$ cat src/hw/pci_fb2b_defs.svh
`ifndef PCI_FB2B_DEFS_SVH
`define PCI_FB2B_DEFS_SVH

// burst length field width
`define FB2B_BURST_W 12
// apb register byte offsets
`define FB2B_CTRL_OFS 8'h00
`define FB2B_STATUS_OFS 8'h04
`define FB2B_XCOUNT_OFS 8'h08
// control register fields and reset value
`define FB2B_CTRL_CHAIN_BIT 0
`define FB2B_CTRL_RESET 32'h0000_0001
// status register field positions
`define FB2B_STATUS_STATE_LSB 0
`define FB2B_STATUS_COUNT_LSB 4
// command bit that marks a pci write command
`define FB2B_CMD_WRITE_BIT 0

`endif

$ cat src/hw/pci_fb2b_pkg.sv
package pci_fb2b_pkg;

  // local status codes reported to the local master [RULE_23]
  typedef enum logic [3:0] {
    LS_IDLE = 4'b0000,
    LS_ADDR_LOAD = 4'b0001,
    LS_BUS_TRANS = 4'b0010,
    LS_FB2B = 4'b0011,
    LS_TERM = 4'b0100
  } local_state_t;

  // internal sequencer steps
  typedef enum logic [3:0] {
    SQ_IDLE = 4'b0000,
    SQ_GRANT = 4'b0001,
    SQ_ADDR_LOAD = 4'b0010,
    SQ_ADDR = 4'b0011,
    SQ_WAIT1 = 4'b0100,
    SQ_WAIT2 = 4'b0101,
    SQ_DATA = 4'b0110,
    SQ_FBWAIT = 4'b0111,
    SQ_LAST = 4'b1000,
    SQ_TURN = 4'b1001
  } seq_t;

  // register block state
  typedef struct packed {
    logic chain_en;
    logic [31:0] xcount;
    logic [31:0] rdata;
    logic err;
  } apb_state_t;

endpackage : pci_fb2b_pkg

$ cat src/hw/burst_down_counter.sv
`timescale 1ns/100ps
module burst_down_counter import pci_fb2b_pkg::*; #(
  parameter int W = 12
) (
  input wire logic core_clk,
  input wire logic rst_b,
  input wire logic load,
  input wire logic dec,
  input wire logic [W-1:0] load_val,
  output logic [W-1:0] count
);
  typedef struct packed {
    logic [W-1:0] cnt;
  } cnt_state_t;

  cnt_state_t s_r, s_nxt;

  initial begin
    if (W < 2 || W > 16) $error("burst_down_counter: W out of range");
  end

  // load at the address phase, step down after each completed phase
  always_comb begin
    s_nxt = s_r;
    if (load) begin
      s_nxt.cnt = load_val;
    end else if (dec && s_r.cnt != '0) begin
      s_nxt.cnt = s_r.cnt - W'(1);
    end
  end

  always_ff @(posedge core_clk or negedge rst_b) begin
    if (!rst_b) begin
      s_r <= '0;
    end else begin
      s_r <= s_nxt;
    end
  end

  assign count = s_r.cnt;
endmodule : burst_down_counter

$ cat src/hw/apb_ctrl_regs.sv
`timescale 1ns/100ps
`include "pci_fb2b_defs.svh"
module apb_ctrl_regs import pci_fb2b_pkg::*; #(
  parameter int CNT_W = 12
) (
  input wire logic core_clk,
  input wire logic rst_b,
  input wire logic psel,
  input wire logic penable,
  input wire logic pwrite,
  input wire logic [7:0] paddr,
  input wire logic [31:0] pwdata,
  output logic [31:0] prdata,
  output logic pready,
  output logic pslverr,
  input wire logic [3:0] state_in,
  input wire logic [CNT_W-1:0] count_in,
  input wire logic xact_done,
  output logic chain_en
);
  apb_state_t s_r, s_nxt;
  logic acc;
  logic hit;

  initial begin
    if (CNT_W < 1 || CNT_W > 28) $error("apb_ctrl_regs: CNT_W out of range");
  end

  // decode, read capture in setup, write and clear in access
  always_comb begin
    s_nxt = s_r;
    acc = psel && penable;
    hit = (paddr == `FB2B_CTRL_OFS) || (paddr == `FB2B_STATUS_OFS) ||
          (paddr == `FB2B_XCOUNT_OFS);
    if (psel && !penable) begin
      s_nxt.err = !hit;
      s_nxt.rdata = 32'h0000_0000;
      if (paddr == `FB2B_CTRL_OFS) begin
        s_nxt.rdata[`FB2B_CTRL_CHAIN_BIT] = s_r.chain_en;
      end else if (paddr == `FB2B_STATUS_OFS) begin
        s_nxt.rdata[`FB2B_STATUS_STATE_LSB +: 4] = state_in;
        s_nxt.rdata[`FB2B_STATUS_COUNT_LSB +: CNT_W] = count_in;
      end else if (paddr == `FB2B_XCOUNT_OFS) begin
        s_nxt.rdata = s_r.xcount;
      end
    end
    if (acc && pwrite && paddr == `FB2B_CTRL_OFS) begin
      s_nxt.chain_en = pwdata[`FB2B_CTRL_CHAIN_BIT];
    end
    // a write clears the count; a completion in the same cycle still counts
    if (acc && pwrite && paddr == `FB2B_XCOUNT_OFS) begin
      s_nxt.xcount = xact_done ? 32'h0000_0001 : 32'h0000_0000;
    end else if (xact_done) begin
      s_nxt.xcount = s_r.xcount + 32'h0000_0001;
    end
  end

  always_ff @(posedge core_clk or negedge rst_b) begin
    if (!rst_b) begin
      s_r <= '{chain_en: 1'(`FB2B_CTRL_RESET >> `FB2B_CTRL_CHAIN_BIT), xcount: '0, rdata: '0,
               err: 1'b0};
    end else begin
      s_r <= s_nxt;
    end
  end

  assign prdata = s_r.rdata;
  assign pready = psel && penable;
  assign pslverr = psel && penable && s_r.err;
  assign chain_en = s_r.chain_en;
endmodule : apb_ctrl_regs

$ cat src/hw/pci_fb2b_master.sv
// Notes on behaviour
// [RULE_01] consecutive transactions run with no idle between; here one idle bus cycle (address loading) sits between them
// [RULE_02] chain request must be present at address loading
// [RULE_03] local master keeps request until data done
// [RULE_04] chain only after a write transaction
// [RULE_05] request arrives with address, command, length
// [RULE_06] bus request follows local request next cycle
// [RULE_07] local grant when bus granted and idle
// [RULE_08] request plus grant: latch, status address loading
// [RULE_09] frame, req64, address, command after address loading
// [RULE_10] burst counter loads in address phase
// [RULE_11] local ready low only when data available
// [RULE_12] both taken strobes when ready before data
// [RULE_13] keep bus request while frame and request
// [RULE_14] fast target answers devsel, ack64, trdy next
// [RULE_15] local master advances address after address-phase strobes
// [RULE_16] local master holds data while strobes idle
// [RULE_17] first data wait: frame on, irdy off
// [RULE_18] one more wait cycle for width decision
// [RULE_19] width known: wide indication, grant follows gntn
// [RULE_20] data phase completes only with irdy, trdy
// [RULE_21] counter steps down after each completed phase
// [RULE_22] last phase of first transaction gets wait
// [RULE_23] local status encodings documented with the design
//
// Design decisions made here: the APB interface to the registers and the register addresses.
`timescale 1ns/100ps
`include "pci_fb2b_defs.svh"
module pci_fb2b_master import pci_fb2b_pkg::*; #(
  parameter int BURST_W = `FB2B_BURST_W
) (
  input wire logic core_clk,
  input wire logic rst_b,
  input wire logic psel,
  input wire logic penable,
  input wire logic pwrite,
  input wire logic [7:0] paddr,
  input wire logic [31:0] pwdata,
  output logic [31:0] prdata,
  output logic pready,
  output logic pslverr,
  input wire logic local_req_32bit_n,
  input wire logic local_req_wide_n,
  input wire logic [63:0] local_data_in,
  input wire logic [7:0] local_cmd_byte_en_in,
  input wire logic [BURST_W-1:0] burst_length_in,
  input wire logic local_ready_n,
  output logic local_grant_n,
  output logic [3:0] local_master_state,
  output logic low_word_taken_n,
  output logic high_word_taken_n,
  output logic wide_transfer_ind_n,
  output logic [BURST_W-1:0] burst_remaining_count,
  input wire logic gntn,
  output logic reqn,
  input wire logic framen_i,
  output logic framen_o,
  output logic framen_oe,
  input wire logic irdyn_i,
  output logic irdyn_o,
  output logic irdyn_oe,
  output logic req64n_o,
  output logic req64n_oe,
  output logic [63:0] ad_o,
  output logic ad_oe,
  output logic [7:0] cben_o,
  input wire logic devseln,
  input wire logic trdyn,
  input wire logic ack64n
);
  typedef struct packed {
    seq_t st;
    local_state_t ls;
    logic reqn;
    logic lgnt_n;
    logic framen;
    logic frame_oe;
    logic irdyn;
    logic irdy_oe;
    logic req64n;
    logic ad_oe;
    logic strobe_n;
    logic wide_ind_n;
    logic wide_req;
    logic chain;
    logic [63:0] ad;
    logic [7:0] cben;
    logic ad_valid;
    logic [63:0] hold;
    logic [7:0] hold_be;
    logic hold_valid;
    logic [31:0] addr;
    logic [3:0] cmd;
    logic [BURST_W-1:0] len;
    logic [BURST_W-1:0] take_left;
  } mst_state_t;

  mst_state_t s_r, s_nxt;
  logic req_any;
  logic bus_idle;
  logic done;
  logic take;
  logic cnt_load;
  logic cnt_dec;
  logic xact_done;
  logic chain_en;
  logic next_strobe_ok;

  initial begin
    if (BURST_W < 2 || BURST_W > 16) $error("pci_fb2b_master: BURST_W out of range");
  end

  // remaining data phases of the running burst
  burst_down_counter #(.W(BURST_W)) u_burst_cnt (
    .core_clk(core_clk),
    .rst_b(rst_b),
    .load(cnt_load),
    .dec(cnt_dec),
    .load_val(s_r.len),
    .count(burst_remaining_count)
  );

  // software control and status
  apb_ctrl_regs #(.CNT_W(BURST_W)) u_regs (
    .core_clk(core_clk),
    .rst_b(rst_b),
    .psel(psel),
    .penable(penable),
    .pwrite(pwrite),
    .paddr(paddr),
    .pwdata(pwdata),
    .prdata(prdata),
    .pready(pready),
    .pslverr(pslverr),
    .state_in(s_r.ls),
    .count_in(burst_remaining_count),
    .xact_done(xact_done),
    .chain_en(chain_en)
  );

  // sequencer, bus drivers and local data pipeline
  always_comb begin
    s_nxt = s_r;
    req_any = !local_req_wide_n || !local_req_32bit_n;
    bus_idle = framen_i && irdyn_i;
    done = !s_r.irdyn && !trdyn && s_r.irdy_oe; // [RULE_20]
    take = !s_r.strobe_n;
    cnt_load = 1'b0;
    cnt_dec = 1'b0;
    xact_done = 1'b0;
    // bus request tracks the local request, also while frame runs
    s_nxt.reqn = !req_any; // [RULE_06] [RULE_13]

    // an accepted data phase frees the bus word; a held word moves up
    if (done && s_r.ad_valid) begin
      s_nxt.ad_valid = s_r.hold_valid;
      s_nxt.ad = s_r.hold;
      s_nxt.cben = s_r.hold_be;
      s_nxt.hold_valid = 1'b0;
    end
    // words marked taken are read now; the local side held them stable
    if (take) begin // [RULE_15] [RULE_16]
      if (!s_nxt.ad_valid) begin
        s_nxt.ad = local_data_in;
        s_nxt.cben = local_cmd_byte_en_in;
        s_nxt.ad_valid = 1'b1;
      end else begin
        s_nxt.hold = local_data_in;
        s_nxt.hold_be = local_cmd_byte_en_in;
        s_nxt.hold_valid = 1'b1;
      end
      if (s_r.take_left != '0) begin
        s_nxt.take_left = s_r.take_left - BURST_W'(1);
      end
    end

    unique case (s_r.st)
      SQ_IDLE: begin
        s_nxt.ls = LS_IDLE;
        if (!gntn && bus_idle && req_any) begin
          s_nxt.lgnt_n = 1'b0; // [RULE_07]
          s_nxt.st = SQ_GRANT;
        end
      end
      SQ_GRANT: begin
        if (req_any && !s_r.lgnt_n) begin
          // address, command and length come with the request
          s_nxt.st = SQ_ADDR_LOAD; // [RULE_05]
          s_nxt.ls = LS_ADDR_LOAD; // [RULE_08]
          s_nxt.addr = local_data_in[31:0];
          s_nxt.cmd = local_cmd_byte_en_in[3:0];
          s_nxt.len = burst_length_in;
          s_nxt.wide_req = !local_req_wide_n;
        end else begin
          s_nxt.lgnt_n = 1'b1;
          s_nxt.st = SQ_IDLE;
        end
      end
      SQ_ADDR_LOAD: begin
        if (!gntn) begin
          s_nxt.st = SQ_ADDR;
          s_nxt.ls = LS_BUS_TRANS;
          s_nxt.framen = 1'b0; // [RULE_09]
          s_nxt.frame_oe = 1'b1;
          s_nxt.req64n = !s_r.wide_req;
          s_nxt.irdyn = 1'b1;
          s_nxt.irdy_oe = 1'b1;
          s_nxt.ad = {32'h0000_0000, s_r.addr};
          s_nxt.cben = {4'h0, s_r.cmd};
          s_nxt.ad_oe = 1'b1;
          s_nxt.ad_valid = 1'b0;
          s_nxt.hold_valid = 1'b0;
          s_nxt.take_left = s_r.len;
          cnt_load = 1'b0;
        end else begin
          // grant withdrawn before the address phase: give up quietly
          s_nxt.st = SQ_IDLE;
          s_nxt.ls = LS_IDLE;
          s_nxt.lgnt_n = 1'b1;
          s_nxt.frame_oe = 1'b0;
          s_nxt.irdy_oe = 1'b0;
        end
      end
      SQ_ADDR: begin
        cnt_load = 1'b1; // [RULE_10]
        // a request still present here asks for a chained transaction;
        // one raised later runs as a plain transaction after idle
        s_nxt.chain = req_any && chain_en &&
                      s_r.cmd[`FB2B_CMD_WRITE_BIT]; // [RULE_02] [RULE_04] [RULE_03]
        s_nxt.st = SQ_WAIT1;
      end
      SQ_WAIT1: begin
        // fast decode target answers now; slower ones keep us here
        // width is known once the target claims; indication shows in the second wait
        if (!devseln) begin // [RULE_14]
          s_nxt.st = SQ_WAIT2; // [RULE_18]
          s_nxt.wide_ind_n = ack64n || !s_r.wide_req; // [RULE_19]
          s_nxt.lgnt_n = gntn;
        end
      end
      SQ_WAIT2: begin
        s_nxt.wide_ind_n = ack64n || !s_r.wide_req; // [RULE_19]
        s_nxt.lgnt_n = gntn;
        s_nxt.irdyn = !s_nxt.ad_valid;
        if (burst_remaining_count == BURST_W'(1)) begin
          s_nxt.st = SQ_LAST;
          s_nxt.framen = 1'b1;
        end else begin
          s_nxt.st = SQ_DATA;
        end
      end
      SQ_DATA: begin
        s_nxt.lgnt_n = gntn;
        s_nxt.irdyn = !s_nxt.ad_valid;
        if (done) begin
          cnt_dec = 1'b1; // [RULE_21]
          if (burst_remaining_count == BURST_W'(2)) begin
            if (s_r.chain) begin
              s_nxt.st = SQ_FBWAIT;
              s_nxt.ls = LS_FB2B; // [RULE_22]
              s_nxt.irdyn = 1'b1;
            end else begin
              s_nxt.st = SQ_LAST;
              s_nxt.framen = 1'b1;
            end
          end
        end
      end
      SQ_FBWAIT: begin
        s_nxt.lgnt_n = gntn;
        s_nxt.st = SQ_LAST;
        s_nxt.framen = 1'b1;
        s_nxt.irdyn = !s_nxt.ad_valid;
      end
      SQ_LAST: begin
        s_nxt.lgnt_n = gntn;
        s_nxt.irdyn = !s_nxt.ad_valid;
        if (done) begin
          cnt_dec = 1'b1;
          xact_done = 1'b1;
          s_nxt.req64n = 1'b1;
          s_nxt.ad_oe = 1'b0;
          s_nxt.irdyn = 1'b1;
          s_nxt.wide_ind_n = 1'b1;
          s_nxt.chain = 1'b0;
          if (s_r.chain && req_any && !s_r.lgnt_n) begin
            // next transaction loads at once, one idle bus cycle before its address
            s_nxt.st = SQ_ADDR_LOAD; // [RULE_01]
            s_nxt.ls = LS_ADDR_LOAD;
            s_nxt.addr = local_data_in[31:0];
            s_nxt.cmd = local_cmd_byte_en_in[3:0];
            s_nxt.len = burst_length_in;
            s_nxt.wide_req = !local_req_wide_n;
          end else begin
            s_nxt.st = SQ_TURN;
            s_nxt.ls = LS_TERM;
            s_nxt.frame_oe = 1'b0;
          end
        end
      end
      SQ_TURN: begin
        s_nxt.st = SQ_IDLE;
        s_nxt.ls = LS_IDLE;
        s_nxt.lgnt_n = 1'b1;
        s_nxt.irdy_oe = 1'b0;
      end
      default: begin
        s_nxt.st = SQ_IDLE;
      end
    endcase

    // strobes only where a word may be read, never in wait cycles
    next_strobe_ok = (s_nxt.st == SQ_ADDR) || (s_nxt.st == SQ_DATA);
    s_nxt.strobe_n = !(!local_ready_n && next_strobe_ok && !s_nxt.hold_valid &&
                       s_nxt.take_left != '0); // [RULE_11] [RULE_12] [RULE_17]
  end

  always_ff @(posedge core_clk or negedge rst_b) begin
    if (!rst_b) begin
      s_r <= '{st: SQ_IDLE, ls: LS_IDLE, reqn: 1'b1, lgnt_n: 1'b1, framen: 1'b1,
               frame_oe: 1'b0, irdyn: 1'b1, irdy_oe: 1'b0, req64n: 1'b1, ad_oe: 1'b0,
               strobe_n: 1'b1, wide_ind_n: 1'b1, wide_req: 1'b0, chain: 1'b0,
               ad: '0, cben: '0, ad_valid: 1'b0, hold: '0, hold_be: '0,
               hold_valid: 1'b0, addr: '0, cmd: '0, len: '0, take_left: '0};
    end else begin
      s_r <= s_nxt;
    end
  end

  // output map
  assign reqn = s_r.reqn;
  assign local_grant_n = s_r.lgnt_n;
  assign local_master_state = s_r.ls;
  assign low_word_taken_n = s_r.strobe_n;
  assign high_word_taken_n = s_r.strobe_n || !s_r.wide_req;
  assign wide_transfer_ind_n = s_r.wide_ind_n;
  assign framen_o = s_r.framen;
  assign framen_oe = s_r.frame_oe;
  assign irdyn_o = s_r.irdyn;
  assign irdyn_oe = s_r.irdy_oe;
  assign req64n_o = s_r.req64n;
  assign req64n_oe = s_r.frame_oe;
  assign ad_o = s_r.ad;
  assign ad_oe = s_r.ad_oe;
  assign cben_o = s_r.cben;

  // bus request one cycle after an idle local request
  a_req_follows: assert property (@(posedge core_clk) disable iff (!rst_b) // [RULE_06]
    (!local_req_wide_n && s_r.st == SQ_IDLE) |=> !reqn)
    else $error("bus request not raised after local request");

  // local grant only after bus grant on an idle bus
  a_grant_idle: assert property (@(posedge core_clk) disable iff (!rst_b) // [RULE_07]
    ($fell(local_grant_n) && $past(s_r.st) == SQ_IDLE) |->
      (!$past(gntn) && $past(framen_i) && $past(irdyn_i)))
    else $error("local grant without idle granted bus");

  // address loading needs request and grant in the cycle before
  a_addr_loading: assert property (@(posedge core_clk) disable iff (!rst_b) // [RULE_08]
    $rose(local_master_state == LS_ADDR_LOAD) |->
      (!$past(local_grant_n) && (!$past(local_req_wide_n) || !$past(local_req_32bit_n))))
    else $error("address loading without request and grant");

  // frame and address follow address loading with grant
  a_frame_start: assert property (@(posedge core_clk) disable iff (!rst_b) // [RULE_09]
    (s_r.st == SQ_ADDR_LOAD && !gntn) |=>
      (!framen_o && framen_oe && ad_oe && local_master_state == LS_BUS_TRANS))
    else $error("frame not started after address loading");

  // counter holds the burst length right after the address phase
  a_burst_load: assert property (@(posedge core_clk) disable iff (!rst_b) // [RULE_10]
    (s_r.st == SQ_ADDR) |=> (burst_remaining_count == $past(s_r.len)))
    else $error("burst counter not loaded");

  // a taken strobe always answers a ready from the cycle before
  a_strobe_ready: assert property (@(posedge core_clk) disable iff (!rst_b) // [RULE_12]
    $fell(low_word_taken_n) |-> !$past(local_ready_n))
    else $error("strobe without prior local ready");

  // the two decision waits keep frame on, irdy off and strobes idle
  a_first_wait: assert property (@(posedge core_clk) disable iff (!rst_b) // [RULE_17]
    (s_r.st == SQ_WAIT1) |-> (!framen_o && irdyn_o && low_word_taken_n))
    else $error("first wait cycle drives wrong levels");

  a_second_wait: assert property (@(posedge core_clk) disable iff (!rst_b) // [RULE_18]
    (s_r.st == SQ_WAIT1 && !devseln) |=>
      (s_r.st == SQ_WAIT2 && !framen_o && irdyn_o && low_word_taken_n))
    else $error("second wait cycle missing");

  // counter steps down one after each completed data phase before the last one
  a_count_dec: assert property (@(posedge core_clk) disable iff (!rst_b) // [RULE_21]
    (s_r.st == SQ_DATA && !irdyn_o && !trdyn) |=>
      (burst_remaining_count == $past(burst_remaining_count) - BURST_W'(1)))
    else $error("burst counter did not step");

  // chained last phase is preceded by one wait with irdy off
  a_fb2b_wait: assert property (@(posedge core_clk) disable iff (!rst_b) // [RULE_22]
    (s_r.st == SQ_FBWAIT) |-> (irdyn_o && low_word_taken_n &&
      local_master_state == LS_FB2B) ##1 (s_r.st == SQ_LAST && framen_o))
    else $error("fast back-to-back wait cycle wrong");
endmodule : pci_fb2b_master

$ cat config.mk
export PLATFORM = sky130hd
export DESIGN_NAME = pci_fb2b_master
export DESIGN_NICKNAME = d
export VERILOG_FILES = /design/src/hw/pci_fb2b_pkg.sv /design/src/hw/burst_down_counter.sv /design/src/hw/apb_ctrl_regs.sv /design/src/hw/pci_fb2b_master.sv
export VERILOG_INCLUDE_DIRS = /design/src /design/src/hw
export SDC_FILE = /design/constraint.sdc
export NUM_CORES = 1
export LEC_CHECK = 0
export BUFFER_PORTS_ARGS = -buffer_cell sky130_fd_sc_hd__buf_2
export CAP_MARGIN = 20
export CORE_ASPECT_RATIO = 0.6
export CORE_UTILIZATION = 50
export CTS_CLUSTER_SIZE = 28
export DETAILED_ROUTE_END_ITERATION = 10
export PLACE_DENSITY = 0.84
export RECOVER_POWER = 100
export SETUP_SLACK_MARGIN = 0.05
export SLEW_MARGIN = 20
export SYNTH_ARGS = -nofsm -noshare
export SYNTH_HDL_FRONTEND = slang
export SYNTH_HIERARCHICAL = 1
export SYNTH_SLANG_ARGS = --single-unit
$ cat constraint.sdc
create_clock -name core_clk -period 3.2 [get_ports core_clk]
set_input_delay 0.48 -clock core_clk [delete_from_list [all_inputs] [get_ports core_clk]]
set_output_delay 0.48 -clock core_clk [all_outputs]
set_load 0.02 [all_outputs]
==> key figures, run 1 <==
Status
  • Status: finished with violations
  • Violated checks: max-capacitance violations, max-slew violations

Worst hold path
  • Type of the most critical hold path: in -> reg

Floorplan
  • Core ar.: 29,100 um2
  • Die area: 30,700 um2
  • Chip Width: 225 um
  • Initial core utilization: 51.5%
  • I/O pin count: 272
  • Row count: 48
  • DIE HEIGHT: 136 um

Route
  • Drt first pass iters: 6
  • Routed wire per std cell: 18.9 um
  • Via count: 11,200
  • Vias per cell: 5.79
  • Antenna viol nets, final: 0
  • WL final: 36.8 mm
  • DR iter-0 viols: 1,024
  • # DRC: 0

Timing
  • Hold Fails Final Rpt: 0
  • Worst clock skew: 29.0 ps
  • Period minus WS final: 2990 ps
  • Period utilization: 93.5%
  • Slew headroom: -24.4%
  • Highest clock rate: 334 MHz
  • Final Max Slew Viols: 67
  • Sum Neg Setup Slack: 0 ps
  • Least-Margin Pin Slew: 1870 ps
  • RSZ-0062 raised after global routing: false
  • Final setup vio count: 0

Critical path
  • Arr. time, crit path: 3420 ps
  • CP endpoint kind: flip-flop
  • Startpoint types: flip-flop
  • CP Data Required Time: 3630 ps
  • CP Class: reg -> reg
  • Crit Path Max Fanout: 50
  • R2R Setup Slk: 210 ps

GRT
  • Overflow after GRT: 0
  • Grt met3 use: 6.03%
  • Pin count of the biggest net entering global routing: 87
  • Met2 Use GR: 37.5%
  • First-pass GRT wire length: 58.2 mm
  • Initial antenna violation count: 5
  • GRT met1 Usage: 32.3%
  • Busiest grt layer: met2
  • Overall routing resource usage: 23.8%
  • Vias in the first global route: 11,000

Clocking
  • Setup bufs post-CTS: 0
  • Max clock buf depth: 3
  • CTS tree: done
  • Post-CTS Resized: 0
  • Worst skew pair latency: 560 ps
  • Root Buffer: clkbuf_16
  • TritonCTS buffer count: 29
  • Clock Sinks: 303
  • Clock transition at path regs: 60 ps
  • Htree depth: 1

Power and ir drop
  • Max rail drop VDD: 0.548 mV
  • PD cells: 845 nW/um2
  • Pleak: 0.00707 uW
  • Final Power: 14,000 uW

Layout
  • Most frequent cells in the layout: 295 x dfrtp_1, 152 x clkbuf_1, 127 x nor2_1, 119 x mux2_2, 107 x buf_2
  • Layout cells sized above 1: 20.8%
  • Finished Core Util: 57.2%
  • Fin nets: 1,657
  • Most common cell after layout, fill and taps aside: dfrtp_1
  • Finished Layout Cells: 1,943
  • Design area: 16,600 um2
  • Area grow syn2layout: 11.0%

Place
  • IO Port Bufs: 239
  • Placed Cells: 1,883
  • Gp weighted congestion: 0.920
  • Post-DP HPWL: 25.0 mm
  • Placed Area: 15,900 um2

Yosys
  • Area share of the largest cell type after synthesis: 49.3%
  • Fraction of registers with async set/reset: 100%
  • Most used DFF post-synth: dfrtp_1
  • Top post-synthesis cells by area: dfrtp_1 49%, mux2_2 9.1%, mux2i_1 5.5%, buf_4 5.5%, nor2_1 3.2%
  • Xor/xnor share of the synthesized area: 1.16%
  • Mapped cell area: 15,000 um2
  • EDFF count, synth: 0
  • Main combinational cell family by area after synthesis: multiplexers
  • Synthesis Warnings: 6
  • Sequential share of the synthesized area: 50.7%
  • Yosys cell types: 80
  • Compound-gate portion of the synthesized area: 11.7%
  • Post-Syn Instances: 1,405
  • Post-Synth Simple-Gate Area: 12.9%
  • Area leader, netlist: dfrtp_1
  • Synth Area in Adders: 0.334%
  • Yosys reg bits: 303
  • Avg Synthesized Cell Area: 10.7 um2
  • Post-synthesis mux area share: 14.6%

Job
  • # Max-Cap Violations: 1
## worst paths after layout
| path | start | to | depth (start not counted) |
|---|---|---|---|
| worst max-delay path | s_r[222]$_DFF_PN0_ | s_r[30]$_DFFE_PN0P_ | 7 |
| worst min-delay path | local_req_wide_n | s_r[207]$_DFFE_PN0P_ | 2 |
| worst max register to register | s_r[222]$_DFF_PN0_ | s_r[30]$_DFFE_PN0P_ | 7 |
| worst min register to register | s_r[56]$_DFFE_PN0P_ | ad_o[28]$_DFF_PN0_ | 2 |
| max in group asynchronous | rst_b | s_r[21]$_DFFE_PN0P_ | 3 |
| min in group asynchronous | rst_b | u_regs/prdata[18]$_DFFE_PN0P_ | 2 |
## critical path, cell delays in order, from the launching register on
cell	delay (ps)
dfrtp_1	390
or4b_2	740
nor2_1	160
buf_4	200
a32oi_1	110
nor3_4	130
clkbuf_4	670
mux2_2	420
## cell usage after synthesis, types with 5 or more instances
cell / number
nor2_1: 127
mux2i_1: 83
a31oi_1: 5
buf_1: 11
or3_1: 7
a211oi_1: 38
o21ai_0: 80
xor2_1: 7
nand2b_1: 15
a22o_1: 18
buf_4: 110
nand3_1: 23
nand4_1: 13
and4_1: 5
buf_2: 20
nand2_1: 98
a21oi_1: 76
dfstp_2: 8
mux2_2: 121
inv_1: 17
dfrtp_1: 295
clkbuf_1: 51
nor3b_1: 5
or4_1: 13
nor3_1: 14
xnor2_1: 11
nor4_1: 18
o31ai_1: 11
a22oi_1: 17
nor2b_1: 8
## flip-flops by register name, indices dropped and copies added, names as in the netlist
name,cells
u_regs/s_r,33
reqn,1
s_r,140
irdyn_o,1
req64n_o,1
framen_o,1
ad_o,64
local_master_state,3
u_regs/prdata,32
u_burst_cnt/count,12
low_word_taken_n,1
ad_oe,1
wide_transfer_ind_n,1
irdyn_oe,1
framen_oe,1
u_regs/chain_en,1
local_grant_n,1
cben_o,8
## what timing repair did
item                       CTS  global route
hold endpoints to repair    58             0
setup endpoints to repair    0             0
hold buffers                 1             0
## metal layers
metal / routed length [um] / up-vias
met3: 2910 / 64
met4: 913 / 2
li1: - / 5135
met1: 15800 / 5598
met5: 8 / -
met2: 17100 / 447
## power breakdown
group / internal [uW] / leakage [uW] / switching [uW] / total [uW]
clock: 2220 / 0.000496 / 1470 / 3690
sequential: 5190 / 0.00388 / 971 / 6160
combinational: 1730 / 0.00270 / 2460 / 4190
## logic make-up (layout without fill, tap and decap cells)
group,Yosys count,count (layout)
buffers and inverters,214,346
DFF,303,303
and+or+nand+nor,381,381
AOI/OAI and AO/OA,279,279
adders and majority gates,4,4
other,1,7
xor gates and xnor gates,19,19
muxes,204,204
## layout make-up
cell class                      instances  area, um2
Fill cell                            2505      12400
Tap cell                              400        500
Multi-Input combinational cell        889       6110
Timing Repair Buffer                  274       1320
Clock inverter                          9        180
Sequential cell                       303       7590
Clock buffer                           45        846
Inverter                               18       67.6
Antenna cell                            5       12.5
## per-stage QoR
| stage | worst slack, ps | hold WS (ps) |
|---|---|---|
| after floorplan | 286 | 184 |
| after global placement | 348 | 453 |
| after detailed placement | 306 | 461 |
| after CTS | 335 | 104 |
| after global routing | 119 | 119 |
| final | 208 | 138 |
No activity file was read; power rests on OpenSTA's default activity.
==> inputs of run 2 (changes only) <==
--- a/config.mk
+++ b/config.mk
@@ -9,10 +9,10 @@
 export BUFFER_PORTS_ARGS = -buffer_cell sky130_fd_sc_hd__buf_2
 export CAP_MARGIN = 20
 export CORE_ASPECT_RATIO = 0.6
-export CORE_UTILIZATION = 50
+export CORE_UTILIZATION = 30
 export CTS_CLUSTER_SIZE = 28
 export DETAILED_ROUTE_END_ITERATION = 10
-export PLACE_DENSITY = 0.84
+export PLACE_DENSITY = 0.59
 export RECOVER_POWER = 100
 export SETUP_SLACK_MARGIN = 0.05
 export SLEW_MARGIN = 20
==> key figures, run 2 (synthesis results as in run 1) <==
Power and ir drop
  • Pint: 9300 uW
  • Pleak: 0.00717 uW
  • Switching share of power: 35.2%
  • Clock network power share: 27.7%
  • Flop pwr share: 42.7%
  • NetSw: 5050 uW
  • PD cells: 838 nW/um2
  • Max rail drop VDD: 0.396 mV
  • Combinational share of power: 29.6%

Route
  • WL final: 39.7 mm
  • Drt first pass iters: 6
  • Routed wire per std cell: 18.1 um
  • Vias per cell: 4.97
  • Antenna viol nets, final: 0
  • DR iter-0 viols: 776
  • # DRC: 0
  • Via count: 10,900

Place
  • Post-DP HPWL: 27.5 mm
  • Gp weighted congestion: 0.843
  • Placed Cells: 2,133
  • IO Port Bufs: 239

GRT
  • Overall routing resource usage: 15.3%
  • Pin count of the biggest net entering global routing: 112
  • Vias in the first global route: 10,800
  • Initial antenna violation count: 4
  • First-pass GRT wire length: 62.3 mm
  • Overflow after GRT: 0

Timing
  • Sum Neg Setup Slack: 0 ps
  • Final setup vio count: 0
  • Least-Margin Pin Slew: 2470 ps
  • Final Max Slew Viols: 89
  • Highest clock rate: 336 MHz
  • Hold Fails Final Rpt: 0
  • Slew headroom: -65.0%
  • Worst clock skew: 16.5 ps
  • RSZ-0062 raised after global routing: false
  • Period minus WS final: 2980 ps
  • Period utilization: 93.1%

Clocking
  • Worst skew pair latency: 520 ps
  • Clock transition at path regs: 70 ps
  • Root Buffer: clkbuf_16
  • Max clock buf depth: 3
  • CTS tree: done
  • Hold buffer count at CTS: 0
  • Setup bufs post-CTS: 0
  • TritonCTS buffer count: 34
  • Clock Sinks: 303
  • Htree depth: 2

Layout
  • Register Area: 7590 um2
  • Fin nets: 1,671
  • Largest register FFs: 140
  • Finished Layout Cells: 2,197
  • Reg with most FFs: s_r
  • Area grow syn2layout: 14.3%
  • Fill cells: 4,961
  • Most frequent cells in the layout: 295 x dfrtp_1, 149 x clkbuf_1, 127 x nor2_1, 121 x mux2_2, 108 x buf_2
  • Multi-input logic area: 6120 um2
  • Layout cells sized above 1: 22.2%
  • Most common cell after layout, fill and taps aside: dfrtp_1

Floorplan
  • Chip Width: 290 um
  • Row count: 62
  • Initial core utilization: 30.8%
  • Core ar.: 48,600 um2
  • I/O pin count: 272
  • DIE HEIGHT: 175 um
  • Die area: 50,800 um2

Worst hold path
  • Type of the most critical hold path: in -> reg

Critical path
  • CP max stage cell: or4b_2
  • Arr. time, crit path: 3380 ps
  • Startpoint types: flip-flop
  • Crit Path Max Fanout: 33
  • Worst-path cell chain: or4b_2 -> nor2_1 -> buf_4 -> a32oi_1 -> nor3_4 -> clkbuf_4 -> mux2_2
  • CP Data Required Time: 3600 ps
  • CP endpoint kind: flip-flop
  • Crit-path max cell delay: 730 ps
  • CP Class: reg -> reg

Status
  • Status: finished with violations
  • Violated checks: max-capacitance violations, max-slew violations

Job
  • # Max-Cap Violations: 1
==> run 2: worst max-delay path: cells and delay by family, from the launching register on <==
family / cells / cell delay (ps)
AO/OA/AOI/OAI: 1 / 100
AND/OR/NAND/NOR: 3 / 1200
buffers and inverters: 2 / 760
multiplexers: 1 / 410
flip-flops: 1 / 370
==> run 2: area by class of cell <==
cell class | instances | area share (%)
diodes | 4 | 0.0585
clock buffers | 48 | 5.63
clock inverters | 12 | 0.899
inverters | 18 | 0.395
multi-input cells | 889 | 35.7
flip-flops and latches | 303 | 44.3
well taps | 640 | 4.68
repair buffers | 283 | 8.24
==> run 2: worst paths after layout <==
check                                startpoint                      endpoint  slack [ps]  cells after the start
setup reg to reg             s_r[222]$_DFF_PN0_           s_r[42]$_DFFE_PN0P_         220                      7
hold / removal                 local_req_wide_n          s_r[207]$_DFFE_PN0P_         170                      2
min in group asynchronous                 rst_b  u_regs/prdata[2]$_DFFE_PN0P_         710                      1
setup / recovery             s_r[222]$_DFF_PN0_           s_r[42]$_DFFE_PN0P_         220                      7
max in group asynchronous                 rst_b           s_r[70]$_DFFE_PN0P_         820                      2
hold reg to reg            s_r[207]$_DFFE_PN0P_          req64n_o$_DFFE_PN1P_         480                      1
==> run 2: per-stage QoR <==
| step | cell area (um2) | power, uW | util (%) | setup WS (ps) | hold WS, ps |
|---|---|---|---|---|---|
| global placement | 16300 | 10400 | 33.5 | 290 | 452 |
| CTS | 17400 | 14700 | 35.8 | 247 | 13.1 |
| finish | 17100 | 14400 | 35.3 | 220 | 174 |
| floorplan | 15000 | 9490 | - | 286 | 184 |
| detailed placement | 16300 | 10600 | 33.5 | 240 | 465 |
| global route | 17100 | 15200 | 35.2 | 51.9 | 146 |
==> run 2: timing repair <==
action	CTS	global route
endpoints found under the setup margin	0	2
hold endpoints to repair	0	0
gates resized for setup	0	1
==> run 2: metal layers <==
layer	global-route usage (%)	vias to the layer above	wire length [um]	share of wire, %
met3	3.52	56	2200	5.5
li1	-	5149	-	-
met1	21.5	5442	18600	47
met5	0	-	13	0.033
met4	4.37	2	960	2.4
met2	23.6	271	17900	45
==> run 2: power by group through the flow <==
stage / logic, uW / clock network [uW] / registers [uW]
2_1_floorplan: 3480 / 0 / 6010
3_3_place_gp: 4320 / 0 / 6090
3_5_place_dp: 4440 / 0 / 6170
4_1_cts: 4450 / 4120 / 6120
5_1_grt: 4660 / 4270 / 6300
6_report: 4250 / 3980 / 6120
==> inputs of run 3 (changes only) <==
--- a/config.mk
+++ b/config.mk
@@ -8,11 +8,13 @@
 export LEC_CHECK = 0
 export BUFFER_PORTS_ARGS = -buffer_cell sky130_fd_sc_hd__buf_2
 export CAP_MARGIN = 20
+export CELL_PAD_IN_SITES_DETAIL_PLACEMENT = 1
+export CELL_PAD_IN_SITES_GLOBAL_PLACEMENT = 1
 export CORE_ASPECT_RATIO = 0.6
 export CORE_UTILIZATION = 30
 export CTS_CLUSTER_SIZE = 28
 export DETAILED_ROUTE_END_ITERATION = 10
-export PLACE_DENSITY = 0.59
+export PLACE_DENSITY = 0.7
 export RECOVER_POWER = 100
 export SETUP_SLACK_MARGIN = 0.05
 export SLEW_MARGIN = 20
==> constraint.sdc (replaced) <==
create_clock -name core_clk -period 3.4 [get_ports core_clk]
set_input_delay 0.51 -clock core_clk [delete_from_list [all_inputs] [get_ports core_clk]]
set_output_delay 0.51 -clock core_clk [all_outputs]
set_load 0.02 [all_outputs]
==> key figures, run 3 (synthesis results as in run 1) <==
Status
  • Status: finished with violations
  • Violated checks: max-capacitance violations, max-slew violations

GRT
  • Overall routing resource usage: 17.0%
  • GRT met1 Usage: 23.1%
  • Vias in the first global route: 11,900
  • First-pass GRT wire length: 69.5 mm
  • Initial antenna violation count: 5
  • Overflow after GRT: 0
  • Pin count of the biggest net entering global routing: 86
  • Grt met3 use: 4.02%
  • Met2 Use GR: 27.4%
  • Busiest grt layer: met2

Power and ir drop
  • Max rail drop VDD: 0.414 mV
  • Final Power: 13,700 uW
  • PD cells: 801 nW/um2
  • Pleak: 0.00717 uW

Layout
  • Design area: 17,100 um2
  • Fin nets: 1,668
  • Largest register FFs: 140
  • Layout cells sized above 1: 21.8%
  • Area grow syn2layout: 14.2%
  • Reg with most FFs: s_r
  • Most common cell after layout, fill and taps aside: dfrtp_1
  • Most frequent cells in the layout: 295 x dfrtp_1, 147 x clkbuf_1, 127 x nor2_1, 120 x mux2_2, 106 x buf_2

Route
  • Vias per cell: 5.13
  • Drt first pass iters: 5
  • Antenna viol nets, final: 0
  • Via count: 11,200
  • Routed wire per std cell: 19.6 um
  • DR iter-0 viols: 656
  • WL final: 43.0 mm
  • # DRC: 0

Timing
  • Period utilization: 91.2%
  • PnR worst setup slack: 299 ps
  • Highest clock rate: 322 MHz
  • Final hold slack: 207 ps
  • Sum Neg Setup Slack: 0 ps
  • Final setup vio count: 0
  • RSZ-0062 raised after global routing: false
  • Worst clock skew: 27.4 ps
  • Final Max Slew Viols: 84
  • Slew headroom: -57.5%
  • Least-Margin Pin Slew: 2360 ps
  • Period minus WS final: 3100 ps
  • Hold Fails Final Rpt: 0

Clocking
  • Worst skew pair latency: 520 ps
  • Post-CTS Resized: 0
  • CTS tree: done
  • Hold buffer count at CTS: 0
  • TritonCTS buffer count: 34
  • Clock Sinks: 303
  • Htree depth: 2
  • Setup bufs post-CTS: 0
  • Max clock buf depth: 3
  • Clock transition at path regs: 60 ps
  • Root Buffer: clkbuf_16

Critical path
  • R2R Setup Slk: 300 ps
  • Worst-path cell chain: or4b_2 -> nor2_1 -> buf_4 -> a32oi_1 -> nor3_4 -> clkbuf_2 -> mux2_2
  • CP Data Required Time: 3810 ps
  • CP Class: reg -> reg
  • CP endpoint kind: flip-flop
  • CP max stage cell: or4b_2
  • Crit-path max cell delay: 730 ps
  • Arr. time, crit path: 3510 ps
  • Crit Path Max Fanout: 24
  • Startpoint types: flip-flop

Place
  • Placed Area: 16,200 um2
  • IO Port Bufs: 239
  • DP Worst Slack: 337 ps
  • Gp weighted congestion: 0.829
  • Post-DP HPWL: 30.0 mm

Floorplan
  • Die area: 50,800 um2
  • Initial core utilization: 30.8%
  • Core ar.: 48,600 um2
  • Row count: 62
  • I/O pin count: 272
  • DIE HEIGHT: 175 um
  • Chip Width: 290 um

Worst hold path
  • Type of the most critical hold path: in -> reg

Job
  • # Max-Cap Violations: 1
==> run 3: metal layers <==
metal	vias to the layer above	share of wire, %
met2	233	46
li1	5145	-
met3	74	5.1
met4	4	2.3
met1	5790	46
met5	-	0.056
==> run 3: final timing paths <==
kind	from	endpoint	cells after the start
max reg2reg	s_r[222]$_DFF_PN0_	s_r[17]$_DFFE_PN0P_	7
min reg2reg	s_r[53]$_DFFE_PN0P_	ad_o[25]$_DFF_PN0_	2
min	local_req_wide_n	s_r[207]$_DFFE_PN0P_	2
max in group asynchronous	rst_b	ad_o[52]$_DFF_PN0_	2
max	s_r[222]$_DFF_PN0_	s_r[17]$_DFFE_PN0P_	7
min in group asynchronous	rst_b	ad_o[23]$_DFF_PN0_	1
==> run 3: metrics by stage <==
step           cells  util, %
2_1_floorplan   1406        -
3_3_place_gp    2130     33.5
3_5_place_dp    2130     33.5
4_1_cts         2188     35.8
5_1_grt         2189     35.2
6_report        2191     35.2
==> run 3: area by class of cell <==
type                            instances  area, um2
Antenna cell                            3       7.51
Clock buffer                           47        990
Clock inverter                         11        149
Fill cell                            5516      31500
Inverter                               18       67.6
Multi-Input combinational cell        889       6120
Sequential cell                       303       7590
Tap cell                              640        801
Timing Repair Buffer                  280       1370
==> run 3: report_power, final <==
group          internal, uW  switching (uW)
logic                  1650            2420
clock network          2260            1580
registers              4880             899
==> run 3: worst max-delay path, delay by kind of cell, from the launching register on <==
kind / cells / cell delay (ps)
AND/OR/NAND/NOR: 3 / 1120
multiplexers: 1 / 420
AO/OA/AOI/OAI: 1 / 120
flip-flops: 1 / 380
buffers and inverters: 2 / 910
